### config.mk
export PLATFORM = sky130hd
export DESIGN_NAME = ssla_arbiter
export DESIGN_NICKNAME = d
export VERILOG_FILES = /design/src/rtl/ssla_sync.v /design/src/rtl/ssla_blink.v /design/src/rtl/ssla_arbiter.v
export VERILOG_INCLUDE_DIRS = /design/src /design/src/shared
export SDC_FILE = /design/constraint.sdc
export NUM_CORES = 1
export LEC_CHECK = 0
export BUFFER_PORTS_ARGS = -buffer_cell sky130_fd_sc_hd__buf_2
export CORE_MARGIN = 10
export CORE_UTILIZATION = 49
export CTS_CLUSTER_SIZE = 24
export DETAILED_ROUTE_END_ITERATION = 6
export GPL_TIMING_DRIVEN = 1
export HOLD_SLACK_MARGIN = 0.05
export PLACE_DENSITY = 0.75
export SLEW_MARGIN = 15
export SYNTH_ARGS = -nofsm -noshare
export SYNTH_HDL_FRONTEND = slang
export SYNTH_HIERARCHICAL = 1
export SYNTH_SLANG_ARGS = --single-unit
### constraint.sdc
create_clock -name mclk -period 1.8 [get_ports mclk]
set_clock_uncertainty 0.1 [all_clocks]
set_input_delay 0.18 -clock mclk [delete_from_list [all_inputs] [get_ports mclk]]
set_output_delay 0.18 -clock mclk [all_outputs]
set_load 0.02 [all_outputs]
### src/shared/ssla_defines.vh
// Constants for the system status indicator arbiter: register map, fields, severities, timing
`ifndef SSLA_DEFINES_VH
`define SSLA_DEFINES_VH

// Register byte offsets
`define SSLA_OFF_CTRL 8'h00
`define SSLA_OFF_BMC_SRC 8'h04
`define SSLA_OFF_FW_SET 8'h08
`define SSLA_OFF_FW_CLR 8'h0c
`define SSLA_OFF_FW_SRC 8'h10
`define SSLA_OFF_STATUS 8'h14
`define SSLA_OFF_CFG 8'h18

// Control fields
`define SSLA_CTRL_UNC_EN 0
`define SSLA_CTRL_DUAL_CPU 1
`define SSLA_CTRL_MIRROR 2
`define SSLA_CTRL_REDUND_PSU 3
`define SSLA_CTRL_RESET 4'h0

// Firmware fault-report bits
`define SSLA_FW_MEM_UNUSABLE 0
`define SSLA_FW_MEM_REDUND_LOST 1
`define SSLA_FW_PCIE_CORR 2
`define SSLA_FW_MEM_CE_LIMIT 3
`define SSLA_FW_PCIE_UNCORR 4
`define SSLA_FW_NO_GOOD_DIMM 5
`define SSLA_FW_MEM_UE 6
`define SSLA_FW_CPU_CONFIG 7
`define SSLA_FW_WIDTH 8

// Severity codes (higher wins)
`define SSLA_SEV_OK 2'h0
`define SSLA_SEV_DEGRADED 2'h1
`define SSLA_SEV_NONFATAL 2'h2
`define SSLA_SEV_FATAL 2'h3

// Blink timing: about 1 Hz, half period 500 ms at 125 MHz
`define SSLA_BLINK_HALF_MS 500
`define SSLA_CLK_KHZ 125000
`define SSLA_BLINK_HALF_CYC (`SSLA_BLINK_HALF_MS * `SSLA_CLK_KHZ)

`endif

### src/rtl/ssla_sync.v
// Three-stage input synchroniser with agreement filter for pin inputs
`timescale 1ns/1ps
module ssla_sync #(
  parameter WIDTH = 1
) (
  input wire mclk,
  input wire sys_rst,
  input wire [WIDTH-1:0] pin_in,
  output reg [WIDTH-1:0] level_out
);
  reg [WIDTH-1:0] s1_reg;
  reg [WIDTH-1:0] s2_reg;
  reg [WIDTH-1:0] s3_reg;
  genvar i;

  // First stage feeds only the second; a change counts once stages two and three agree
  always @(posedge mclk) begin
    if (sys_rst) begin
      s1_reg <= {WIDTH{1'b0}};
      s2_reg <= {WIDTH{1'b0}};
      s3_reg <= {WIDTH{1'b0}};
    end else begin
      s1_reg <= pin_in;
      s2_reg <= s1_reg;
      s3_reg <= s2_reg;
    end
  end

  generate
    for (i = 0; i < WIDTH; i = i + 1) begin : g_agree
      // Hold last agreed value while stages disagree
      always @(posedge mclk) begin
        if (sys_rst) begin
          level_out[i] <= 1'b0;
        end else if (s2_reg[i] == s3_reg[i]) begin
          level_out[i] <= s3_reg[i];
        end
      end
    end
  endgenerate
endmodule // ssla_sync

### src/rtl/ssla_blink.v
// Free-running blink divider shared by the green and amber blink states
`timescale 1ns/1ps
`include "ssla_defines.vh"
module ssla_blink #(
  parameter HALF_CYC = `SSLA_BLINK_HALF_CYC
) (
  input wire mclk,
  input wire sys_rst,
  output reg blink_phase
);
  reg [31:0] cnt_reg;

  // Divider never stops, so both blink colours share one phase
  always @(posedge mclk) begin
    if (sys_rst) begin
      cnt_reg <= 32'h0000_0000;
      blink_phase <= 1'b0;
    end else if (cnt_reg >= HALF_CYC - 1) begin
      cnt_reg <= 32'h0000_0000;
      blink_phase <= ~blink_phase;
    end else begin
      cnt_reg <= cnt_reg + 32'h0000_0001;
    end
  end
endmodule // ssla_blink

### src/rtl/ssla_arbiter.v
// System status indicator arbiter with AXI4-Lite register slave
// Operation
// - Indicator shows the single most severe fault currently present.
// - Any amber condition overrides every green indication.
// - Combine own sensor conditions with other controllers' reports.
// - Sensor contributions follow current sensor state; most critical wins.
// - State is kept on standby power through DC-off or S5.
// - No fault gives steady green; degraded gives green blink near 1 Hz.
// - Non-fatal alarm gives amber blink near 1 Hz.
// - Fatal alarm gives steady amber, outranking everything.
// - Redundancy loss in redundant subsystem gives degraded.
// - One of two fitted processors disabled gives degraded.
// - Non-critical threshold gives degraded; critical threshold gives non-fatal.
// - Too few working fans for cooling gives non-fatal.
// - PCI Express correctable link errors give degraded.
// - PCI Express uncorrectable link errors give non-fatal.
// - Over ten correctable memory errors without mirroring gives non-fatal.
// - Lost memory redundancy when mirrored gives degraded.
// - Runtime uncorrectable memory error without redundancy gives fatal.
// - Processor configuration error gives fatal.
// - Power-good loss, internal error, thermal trip, missing first processor give fatal.
// - Predictive failure with redundant supplies gives degraded.
// - Upper non-critical tracking off by default; when enabled gives degraded.
`timescale 1ns/1ps
`include "ssla_defines.vh"
module ssla_arbiter #(
  parameter BLINK_HALF_CYC = `SSLA_BLINK_HALF_CYC
) (
  input wire mclk,
  input wire sys_rst,
  // Sensor and other-controller pins
  input wire psu_redund_lost,
  input wire fan_redund_lost,
  input wire cpu_disabled,
  input wire fan_fail,
  input wire thresh_noncrit,
  input wire thresh_upper_noncrit,
  input wire battery_fail,
  input wire psu_predictive_fail,
  input wire thresh_crit,
  input wire regulator_overheat,
  input wire fans_below_min,
  input wire cpu_internal_error,
  input wire cpu1_missing,
  input wire cpu_thermal_trip,
  input wire power_good_lost,
  input wire psu_insufficient,
  input wire hsc_degraded,
  input wire hsc_nonfatal,
  input wire hsc_fatal,
  // AXI4-Lite slave
  input wire [7:0] s_axi_awaddr,
  input wire s_axi_awvalid,
  output wire s_axi_awready,
  input wire [31:0] s_axi_wdata,
  input wire [3:0] s_axi_wstrb,
  input wire s_axi_wvalid,
  output wire s_axi_wready,
  output reg [1:0] s_axi_bresp,
  output reg s_axi_bvalid,
  input wire s_axi_bready,
  input wire [7:0] s_axi_araddr,
  input wire s_axi_arvalid,
  output wire s_axi_arready,
  output reg [31:0] s_axi_rdata,
  output reg [1:0] s_axi_rresp,
  output reg s_axi_rvalid,
  input wire s_axi_rready,
  // Indicator drive, active low to the panel, and the severity code
  output reg status_green_n,
  output reg status_amber_n,
  output reg [1:0] severity
);
  localparam NPIN = 19;
  // Configuration word is cut to the bus width on purpose
  localparam [31:0] CFG_WORD = BLINK_HALF_CYC;
  // Bit positions of the pins in the synchronised vector and in the source register
  // Degraded-class sources
  localparam PIN_PSU_REDUND = 0;
  localparam PIN_FAN_REDUND = 1;
  localparam PIN_CPU_OFF = 2;
  localparam PIN_FAN_FAIL = 3;
  localparam PIN_NONCRIT = 4;
  localparam PIN_UPPER_NC = 5;
  localparam PIN_BATTERY = 6;
  localparam PIN_PSU_PRED = 7;
  // Alarm-class sources, except PIN_HSC_DEG, which is a degraded-class source
  localparam PIN_CRIT = 8;
  localparam PIN_REG_HOT = 9;
  localparam PIN_FANS_LOW = 10;
  localparam PIN_CPU_INTERNAL = 11;
  localparam PIN_CPU1_ABSENT = 12;
  localparam PIN_CPU_TRIP = 13;
  localparam PIN_PGOOD_LOST = 14;
  localparam PIN_PSU_SHORT = 15;
  localparam PIN_HSC_DEG = 16;
  localparam PIN_HSC_NF = 17;
  localparam PIN_HSC_FATAL = 18;

  ////////////////////////////////////////////////////////////////////////////
  // Pin synchronisation
  wire [NPIN-1:0] pin_raw;
  wire [NPIN-1:0] pin_s;
  // Each pin lands at its named position, so the source register layout follows the index table
  assign pin_raw[PIN_PSU_REDUND] = psu_redund_lost;
  assign pin_raw[PIN_FAN_REDUND] = fan_redund_lost;
  assign pin_raw[PIN_CPU_OFF] = cpu_disabled;
  assign pin_raw[PIN_FAN_FAIL] = fan_fail;
  assign pin_raw[PIN_NONCRIT] = thresh_noncrit;
  assign pin_raw[PIN_UPPER_NC] = thresh_upper_noncrit;
  assign pin_raw[PIN_BATTERY] = battery_fail;
  assign pin_raw[PIN_PSU_PRED] = psu_predictive_fail;
  assign pin_raw[PIN_CRIT] = thresh_crit;
  assign pin_raw[PIN_REG_HOT] = regulator_overheat;
  assign pin_raw[PIN_FANS_LOW] = fans_below_min;
  assign pin_raw[PIN_CPU_INTERNAL] = cpu_internal_error;
  assign pin_raw[PIN_CPU1_ABSENT] = cpu1_missing;
  assign pin_raw[PIN_CPU_TRIP] = cpu_thermal_trip;
  assign pin_raw[PIN_PGOOD_LOST] = power_good_lost;
  assign pin_raw[PIN_PSU_SHORT] = psu_insufficient;
  assign pin_raw[PIN_HSC_DEG] = hsc_degraded;
  assign pin_raw[PIN_HSC_NF] = hsc_nonfatal;
  assign pin_raw[PIN_HSC_FATAL] = hsc_fatal;

  ssla_sync #(.WIDTH(NPIN)) u_sync (
    .mclk(mclk),
    .sys_rst(sys_rst),
    .pin_in(pin_raw),
    .level_out(pin_s)
  );

  wire blink_phase;
  // One divider for both colours keeps green and amber blinks in step
  ssla_blink #(.HALF_CYC(BLINK_HALF_CYC)) u_blink (
    .mclk(mclk),
    .sys_rst(sys_rst),
    .blink_phase(blink_phase)
  );

  ////////////////////////////////////////////////////////////////////////////
  // Registers
  reg [3:0] ctrl_reg;
  reg [`SSLA_FW_WIDTH-1:0] fw_src_reg;
  reg [`SSLA_FW_WIDTH-1:0] fw_mask;
  reg aw_full_reg;
  reg w_full_reg;
  reg [7:0] aw_addr_reg;
  reg [31:0] w_data_reg;
  reg [3:0] w_strb_reg;
  wire wr_fire;
  wire [NPIN-1:0] bmc_src;

  assign bmc_src = pin_s;
  assign s_axi_awready = ~aw_full_reg & ~s_axi_bvalid;
  assign s_axi_wready = ~w_full_reg & ~s_axi_bvalid;
  assign s_axi_arready = ~s_axi_rvalid;
  assign wr_fire = aw_full_reg & w_full_reg & ~s_axi_bvalid;

  // Address and data latched separately, in either order
  always @(posedge mclk) begin
    if (sys_rst) begin
      aw_full_reg <= 1'b0;
      w_full_reg <= 1'b0;
      aw_addr_reg <= 8'h00;
      w_data_reg <= 32'h0000_0000;
      w_strb_reg <= 4'h0;
    end else begin
      if (s_axi_awvalid && s_axi_awready) begin
        aw_full_reg <= 1'b1;
        aw_addr_reg <= s_axi_awaddr;
      end else if (wr_fire) begin
        aw_full_reg <= 1'b0;
      end
      if (s_axi_wvalid && s_axi_wready) begin
        w_full_reg <= 1'b1;
        w_data_reg <= s_axi_wdata;
        w_strb_reg <= s_axi_wstrb;
      end else if (wr_fire) begin
        w_full_reg <= 1'b0;
      end
    end
  end

  // Set/clear strobes for firmware fault reports
  always @* begin
    fw_mask = w_data_reg[`SSLA_FW_WIDTH-1:0];
    if (!w_strb_reg[0]) begin
      fw_mask = {`SSLA_FW_WIDTH{1'b0}};
    end
  end

  // Register writes and write response; firmware reports are sticky until cleared
  always @(posedge mclk) begin
    if (sys_rst) begin
      ctrl_reg <= `SSLA_CTRL_RESET;
      fw_src_reg <= {`SSLA_FW_WIDTH{1'b0}};
      s_axi_bvalid <= 1'b0;
      s_axi_bresp <= 2'b00;
    end else begin
      if (wr_fire) begin
        s_axi_bvalid <= 1'b1;
        s_axi_bresp <= 2'b00;
        case (aw_addr_reg)
          `SSLA_OFF_CTRL: begin
            if (w_strb_reg[0]) begin
              ctrl_reg <= w_data_reg[3:0];
            end
          end
          `SSLA_OFF_FW_SET: begin
            fw_src_reg <= fw_src_reg | fw_mask;
          end
          `SSLA_OFF_FW_CLR: begin
            fw_src_reg <= fw_src_reg & ~fw_mask;
          end
          `SSLA_OFF_BMC_SRC, `SSLA_OFF_FW_SRC, `SSLA_OFF_STATUS, `SSLA_OFF_CFG: begin
            s_axi_bresp <= 2'b00;
          end
          default: begin
            s_axi_bresp <= 2'b10;
          end
        endcase
      end else if (s_axi_bvalid && s_axi_bready) begin
        s_axi_bvalid <= 1'b0;
      end
    end
  end

  // Read channel, one cycle after the address is taken
  always @(posedge mclk) begin
    if (sys_rst) begin
      s_axi_rvalid <= 1'b0;
      s_axi_rdata <= 32'h0000_0000;
      s_axi_rresp <= 2'b00;
    end else if (s_axi_arvalid && s_axi_arready) begin
      s_axi_rvalid <= 1'b1;
      s_axi_rresp <= 2'b00;
      case (s_axi_araddr)
        `SSLA_OFF_CTRL: s_axi_rdata <= {28'h0000000, ctrl_reg};
        `SSLA_OFF_BMC_SRC: s_axi_rdata <= {13'h0000, bmc_src};
        `SSLA_OFF_FW_SRC: s_axi_rdata <= {24'h000000, fw_src_reg};
        `SSLA_OFF_STATUS: s_axi_rdata <= {27'h0, blink_phase, status_amber_n, status_green_n, severity};
        `SSLA_OFF_CFG: s_axi_rdata <= CFG_WORD;
        // Set and clear ports read as zero, so read-modify-write cannot re-apply a report
        `SSLA_OFF_FW_SET, `SSLA_OFF_FW_CLR: s_axi_rdata <= 32'h0000_0000;
        default: begin
          s_axi_rdata <= 32'h0000_0000;
          s_axi_rresp <= 2'b10;
        end
      endcase
    end else if (s_axi_rvalid && s_axi_rready) begin
      s_axi_rvalid <= 1'b0;
    end
  end

  ////////////////////////////////////////////////////////////////////////////
  // Severity classification, recomputed every cycle from current sources
  reg deg_any;
  reg nf_any;
  reg fat_any;
  reg [1:0] sev_next;

  always @* begin
    deg_any = 1'b0;
    nf_any = 1'b0;
    fat_any = 1'b0;
    // Redundancy loss in power supplies or fans
    if (pin_s[PIN_PSU_REDUND]) deg_any = 1'b1;
    if (pin_s[PIN_FAN_REDUND]) deg_any = 1'b1;
    // A failed fan degrades whether or not enough fans remain
    if (pin_s[PIN_FAN_FAIL]) deg_any = 1'b1;
    if (pin_s[PIN_CPU_OFF] && ctrl_reg[`SSLA_CTRL_DUAL_CPU]) deg_any = 1'b1;
    if (pin_s[PIN_NONCRIT]) deg_any = 1'b1;
    // Upper non-critical only counts when tracking is enabled
    if (pin_s[PIN_UPPER_NC] && ctrl_reg[`SSLA_CTRL_UNC_EN]) deg_any = 1'b1;
    if (pin_s[PIN_BATTERY]) deg_any = 1'b1;
    if (pin_s[PIN_PSU_PRED] && ctrl_reg[`SSLA_CTRL_REDUND_PSU]) deg_any = 1'b1;
    if (pin_s[PIN_HSC_DEG]) deg_any = 1'b1;
    // Firmware degraded reports
    if (fw_src_reg[`SSLA_FW_MEM_UNUSABLE]) deg_any = 1'b1;
    if (fw_src_reg[`SSLA_FW_MEM_REDUND_LOST] && ctrl_reg[`SSLA_CTRL_MIRROR]) deg_any = 1'b1;
    if (fw_src_reg[`SSLA_FW_PCIE_CORR]) deg_any = 1'b1;
    // Non-fatal alarms
    if (pin_s[PIN_CRIT]) nf_any = 1'b1;
    if (pin_s[PIN_REG_HOT]) nf_any = 1'b1;
    if (pin_s[PIN_FANS_LOW]) nf_any = 1'b1;
    if (pin_s[PIN_HSC_NF]) nf_any = 1'b1;
    if (fw_src_reg[`SSLA_FW_MEM_CE_LIMIT] && !ctrl_reg[`SSLA_CTRL_MIRROR]) nf_any = 1'b1;
    if (fw_src_reg[`SSLA_FW_PCIE_UNCORR]) nf_any = 1'b1;
    // Fatal alarms
    if (pin_s[PIN_CPU_INTERNAL]) fat_any = 1'b1;
    if (pin_s[PIN_CPU1_ABSENT]) fat_any = 1'b1;
    if (pin_s[PIN_CPU_TRIP]) fat_any = 1'b1;
    if (pin_s[PIN_PGOOD_LOST]) fat_any = 1'b1;
    // Too few supplies fitted is a fatal power fault
    if (pin_s[PIN_PSU_SHORT]) fat_any = 1'b1;
    if (pin_s[PIN_HSC_FATAL]) fat_any = 1'b1;
    if (fw_src_reg[`SSLA_FW_NO_GOOD_DIMM]) fat_any = 1'b1;
    if (fw_src_reg[`SSLA_FW_MEM_UE] && !ctrl_reg[`SSLA_CTRL_MIRROR]) fat_any = 1'b1;
    if (fw_src_reg[`SSLA_FW_CPU_CONFIG]) fat_any = 1'b1;
    // Priority: highest severity present wins
    if (fat_any) begin
      sev_next = `SSLA_SEV_FATAL;
    end else if (nf_any) begin
      sev_next = `SSLA_SEV_NONFATAL;
    end else if (deg_any) begin
      sev_next = `SSLA_SEV_DEGRADED;
    end else begin
      sev_next = `SSLA_SEV_OK;
    end
  end

  ////////////////////////////////////////////////////////////////////////////
  // Indicator drive; only sys_rst clears state, power-state changes do not
  // Limitation: retention relies on the standby supply; there is no power-state input at all
  always @(posedge mclk) begin
    if (sys_rst) begin
      severity <= `SSLA_SEV_OK;
      status_green_n <= 1'b1;
      status_amber_n <= 1'b1;
    end else begin
      severity <= sev_next;
      case (sev_next)
        `SSLA_SEV_FATAL: begin
          status_green_n <= 1'b1;
          status_amber_n <= 1'b0;
        end
        `SSLA_SEV_NONFATAL: begin
          status_green_n <= 1'b1;
          status_amber_n <= ~blink_phase;
        end
        `SSLA_SEV_DEGRADED: begin
          status_green_n <= ~blink_phase;
          status_amber_n <= 1'b1;
        end
        default: begin
          status_green_n <= 1'b0;
          status_amber_n <= 1'b1;
        end
      endcase
    end
  end
endmodule // ssla_arbiter

==> results by group <==
Status
  – Status: finished with violations
  – Failing checks: setup timing

Drt
  – DR WL/cell: 14.98 um
  – DRC: 0
  – DR pass1 iterations: 5
  – Post-DR vias/cell: 5.181
  – DR iter-0 viols: 404
  – ANT nets after route: 0
  – Routed WL: 14,730 um
  – Vias: 5,093

Timing
  – Min cycle time layout: 1.821 ns
  – Final setup vio count: 1
  – Worst slew margin: 0.6053
  – Slew @ Worst Pin: 0.5912 ns
  – Final TNS setup: -0.02063 ns
  – Worst hold slack: 0.08780 ns
  – Fmax achieved: 549.3 MHz
  – Final critical-path share of the clock period: 1.011
  – Final worst-path setup slack: -0.02063 ns
  – RSZ-0062 raised after global routing: true
  – Hold Fails Final Rpt: 0
  – Max Slew Vio Count: 0

Setup path
  – Crit path launch: u_blink/cnt_reg[18]
  – Critical path capture point type: flip-flop
  – RR Startpoint: u_blink/cnt_reg[18]
  – Crit path launch type: flip-flop
  – R2r worst-path depth: 6
  – Critical path class: reg2reg
  – Reg2reg end: u_blink/blink_phase
  – Reg2Reg Setup Slack: -0.02 ns
  – Worst setup path end: u_blink/blink_phase
  – Crit path largest cell delay: 0.55 ns
  – CP max FO: 3
  – Worst path cell trace: or4b_4 > nor3_4 > nand4_4 > buf_4 > a21o_1 > a21oi_1
  – Worst path arrival time: 2.08 ns
  – Critical path required time: 2.06 ns
  – Critical-path top delay cell: or4b_4

Power and ir drop
  – Sequential power share: 0.486
  – Worst VDD drop: 0.6359 mV
  – Psw: 2.040 mW
  – Leak: 3.134 nW
  – Tot Pwr: 7.989 mW
  – Sw Ratio: 0.2554
  – Cell internal pwr: 5.949 mW
  – Logic gate share of total power: 0.066
  – Clock share of power: 0.448
  – Pwr dens: 972.0 nW/um2

Synth
  – Register bit total from synthesis: 168
  – Mapped Area: 6391 um2
  – Mean post-synth cell area: 9.833 um2
  – Ys flop type: dfxtp_1
  – Seq/Total Area, Yosys: 0.5262
  – Asr flop ratio synth: 0
  – Ys Warns: 6
  – EDFF count, synth: 0
  – Synth cell types: 57
  – Cells after synthesis: 650

Clock tree
  – Clock slew at reported path FFs: 0.07 ns
  – CTS sink cnt: 168
  – CTS tree: done
  – Clock buffer depth: 2
  – CTS Buf Count: 17
  – H-tree depth: 4
  – CTS root buf: clkbuf_16
  – Clock Latency Late Sink: 0.43 ns

GRT
  – First-pass GRT wire length: 23,540 um
  – Total gr overflow: 0
  – Number of global-route vias before repair: 5,043
  – Overall Global Routing Usage: 0.1575
  – Largest net degree at the start of global routing: 86
  – Initial antenna violation count: 0

Finish
  – Commonest non-fill, non-tap cell in the layout: dfxtp_1
  – Most frequent cells in the layout: dfxtp_1, buf_2, nand2_1
  – Final #Nets: 877
  – Area grow syn2layout: 28.60%
  – Max reg flops: 32
  – Antenna cell count: 0
  – Layout cell share with drive strength beyond 1: 0.2404
  – Final cell count without fillers: 983

Die
  – Die height: 134.2 um
  – I/O pins: 123
  – Core Area: 12,720 um2
  – Initial Utilization: 0.5024
  – Die ar.: 18,010 um2
  – Die Width: 134.2 um
  – # rows: 41

Placement
  – GP Congestion: 0.8471
  – DP Cell Count: 904
  – Pre-CTS WS: -0.02300 ns
  – DPL Wire Length: 9807 um
  – # port buffers: 86

Job
  – Max Cap Viol: 0

Min path
  – Worst min-delay path class: in2reg
==> per-stage QoR <==
stage                 util  cell area, um2
floorplan                -            6440
global placement    0.5528            7033
detailed placement  0.5528            7033
CTS                 0.6358            8089
global route        0.6460            8219
finish              0.6460            8219
==> synth_stat cells, drive strengths merged (3+ instances only) <==
cell | number | area (um2)
nor3b | 4 | 30.03
clkbuf | 15 | 56.30
dfxtp | 168 | 3363
and3 | 5 | 32.53
inv | 11 | 41.29
o2bb2ai | 5 | 43.79
nand4 | 21 | 137.6
or4 | 3 | 26.27
a221oi | 3 | 26.28
nand4b | 8 | 70.07
a31oi | 6 | 37.54
buf | 31 | 246.5
or2 | 4 | 25.03
nor2 | 60 | 250.2
mux2i | 29 | 290.3
a22oi | 5 | 37.54
nand3 | 13 | 70.07
nor4 | 19 | 146.4
nor2b | 60 | 375.4
nand2b | 5 | 31.28
xor2 | 8 | 70.07
a21oi | 36 | 180.2
nor3 | 10 | 55.05
mux4 | 4 | 90.09
xnor2 | 15 | 131.4
nand2 | 61 | 229.0
o21ai | 19 | 95.09
==> critical path: cells and delay by family, from the launching register on <==
kind / cells / cell delay, ns
compound gates: 2 / 0.27
buf+inv: 1 / 0.19
simple gates: 3 / 0.89
flops: 1 / 0.31
==> per-layer routing <==
layer  track usage  routed length, um  up-vias
met5             0                  0        -
met4       0.07376                306        0
met3       0.03697                751       26
met2        0.2605               7192      157
met1        0.1888               6479     2389
li1              -                  -     2521
==> power groups by stage <==
stage	sequential, mW	combinational [mW]	clock, mW
after floorplan	3.95	0.320	0
after global placement	3.95	0.424	0
after detailed placement	3.96	0.439	0
after CTS	3.88	0.512	3.63
after global routing	3.89	0.580	3.83
final	3.88	0.529	3.58
==> how the worst min path moves through the flow <==
stage,depth (start not counted),start,endpoint
3_5_place_dp,2,cpu1_missing,u_sync/s1_reg[12]
6_report,4,s_axi_araddr[0],s_axi_rdata[7]
2_1_floorplan,1,sys_rst,u_blink/blink_phase
4_1_cts,4,s_axi_araddr[0],s_axi_rdata[5]
5_1_grt,4,s_axi_araddr[0],s_axi_rdata[5]
3_3_place_gp,2,psu_insufficient,u_sync/s1_reg[15]
==> layout make-up <==
type / count / area [um2]
multi-input cells: 438 / 2864
clock inverters: 15 / 175.2
well taps: 172 / 215.2
inverters: 12 / 45.04
fillers: 1009 / 4503
flip-flops and latches: 168 / 3366
repair buffers: 161 / 1129
clock buffers: 17 / 425.4
==> cells by family (layout without fill, tap and decap cells) <==
group / count (synthesis) / in the layout / synth area share
adder cells (fa/ha/maj): 1 / 1 / 0.001957
flip-flops: 168 / 168 / 0.5262
AO/OA/AOI/OAI: 83 / 83 / 0.07674
multiplexers: 34 / 34 / 0.06128
AND/OR/NAND/NOR: 281 / 282 / 0.2467
other: 2 / 15 / 0.001175
buffers and inverters: 58 / 205 / 0.05442
XOR/XNOR: 23 / 23 / 0.03152
==> what timing repair did <==
action                     CTS  global route
pin swaps                    3             5
setup buffers                1             2
gates resized for setup      4            17
hold buffers                43             0
gates cloned                 0             1
hold endpoints to repair    50             0
setup endpoints to repair   23            32
(Power assumes the default switching activity.)
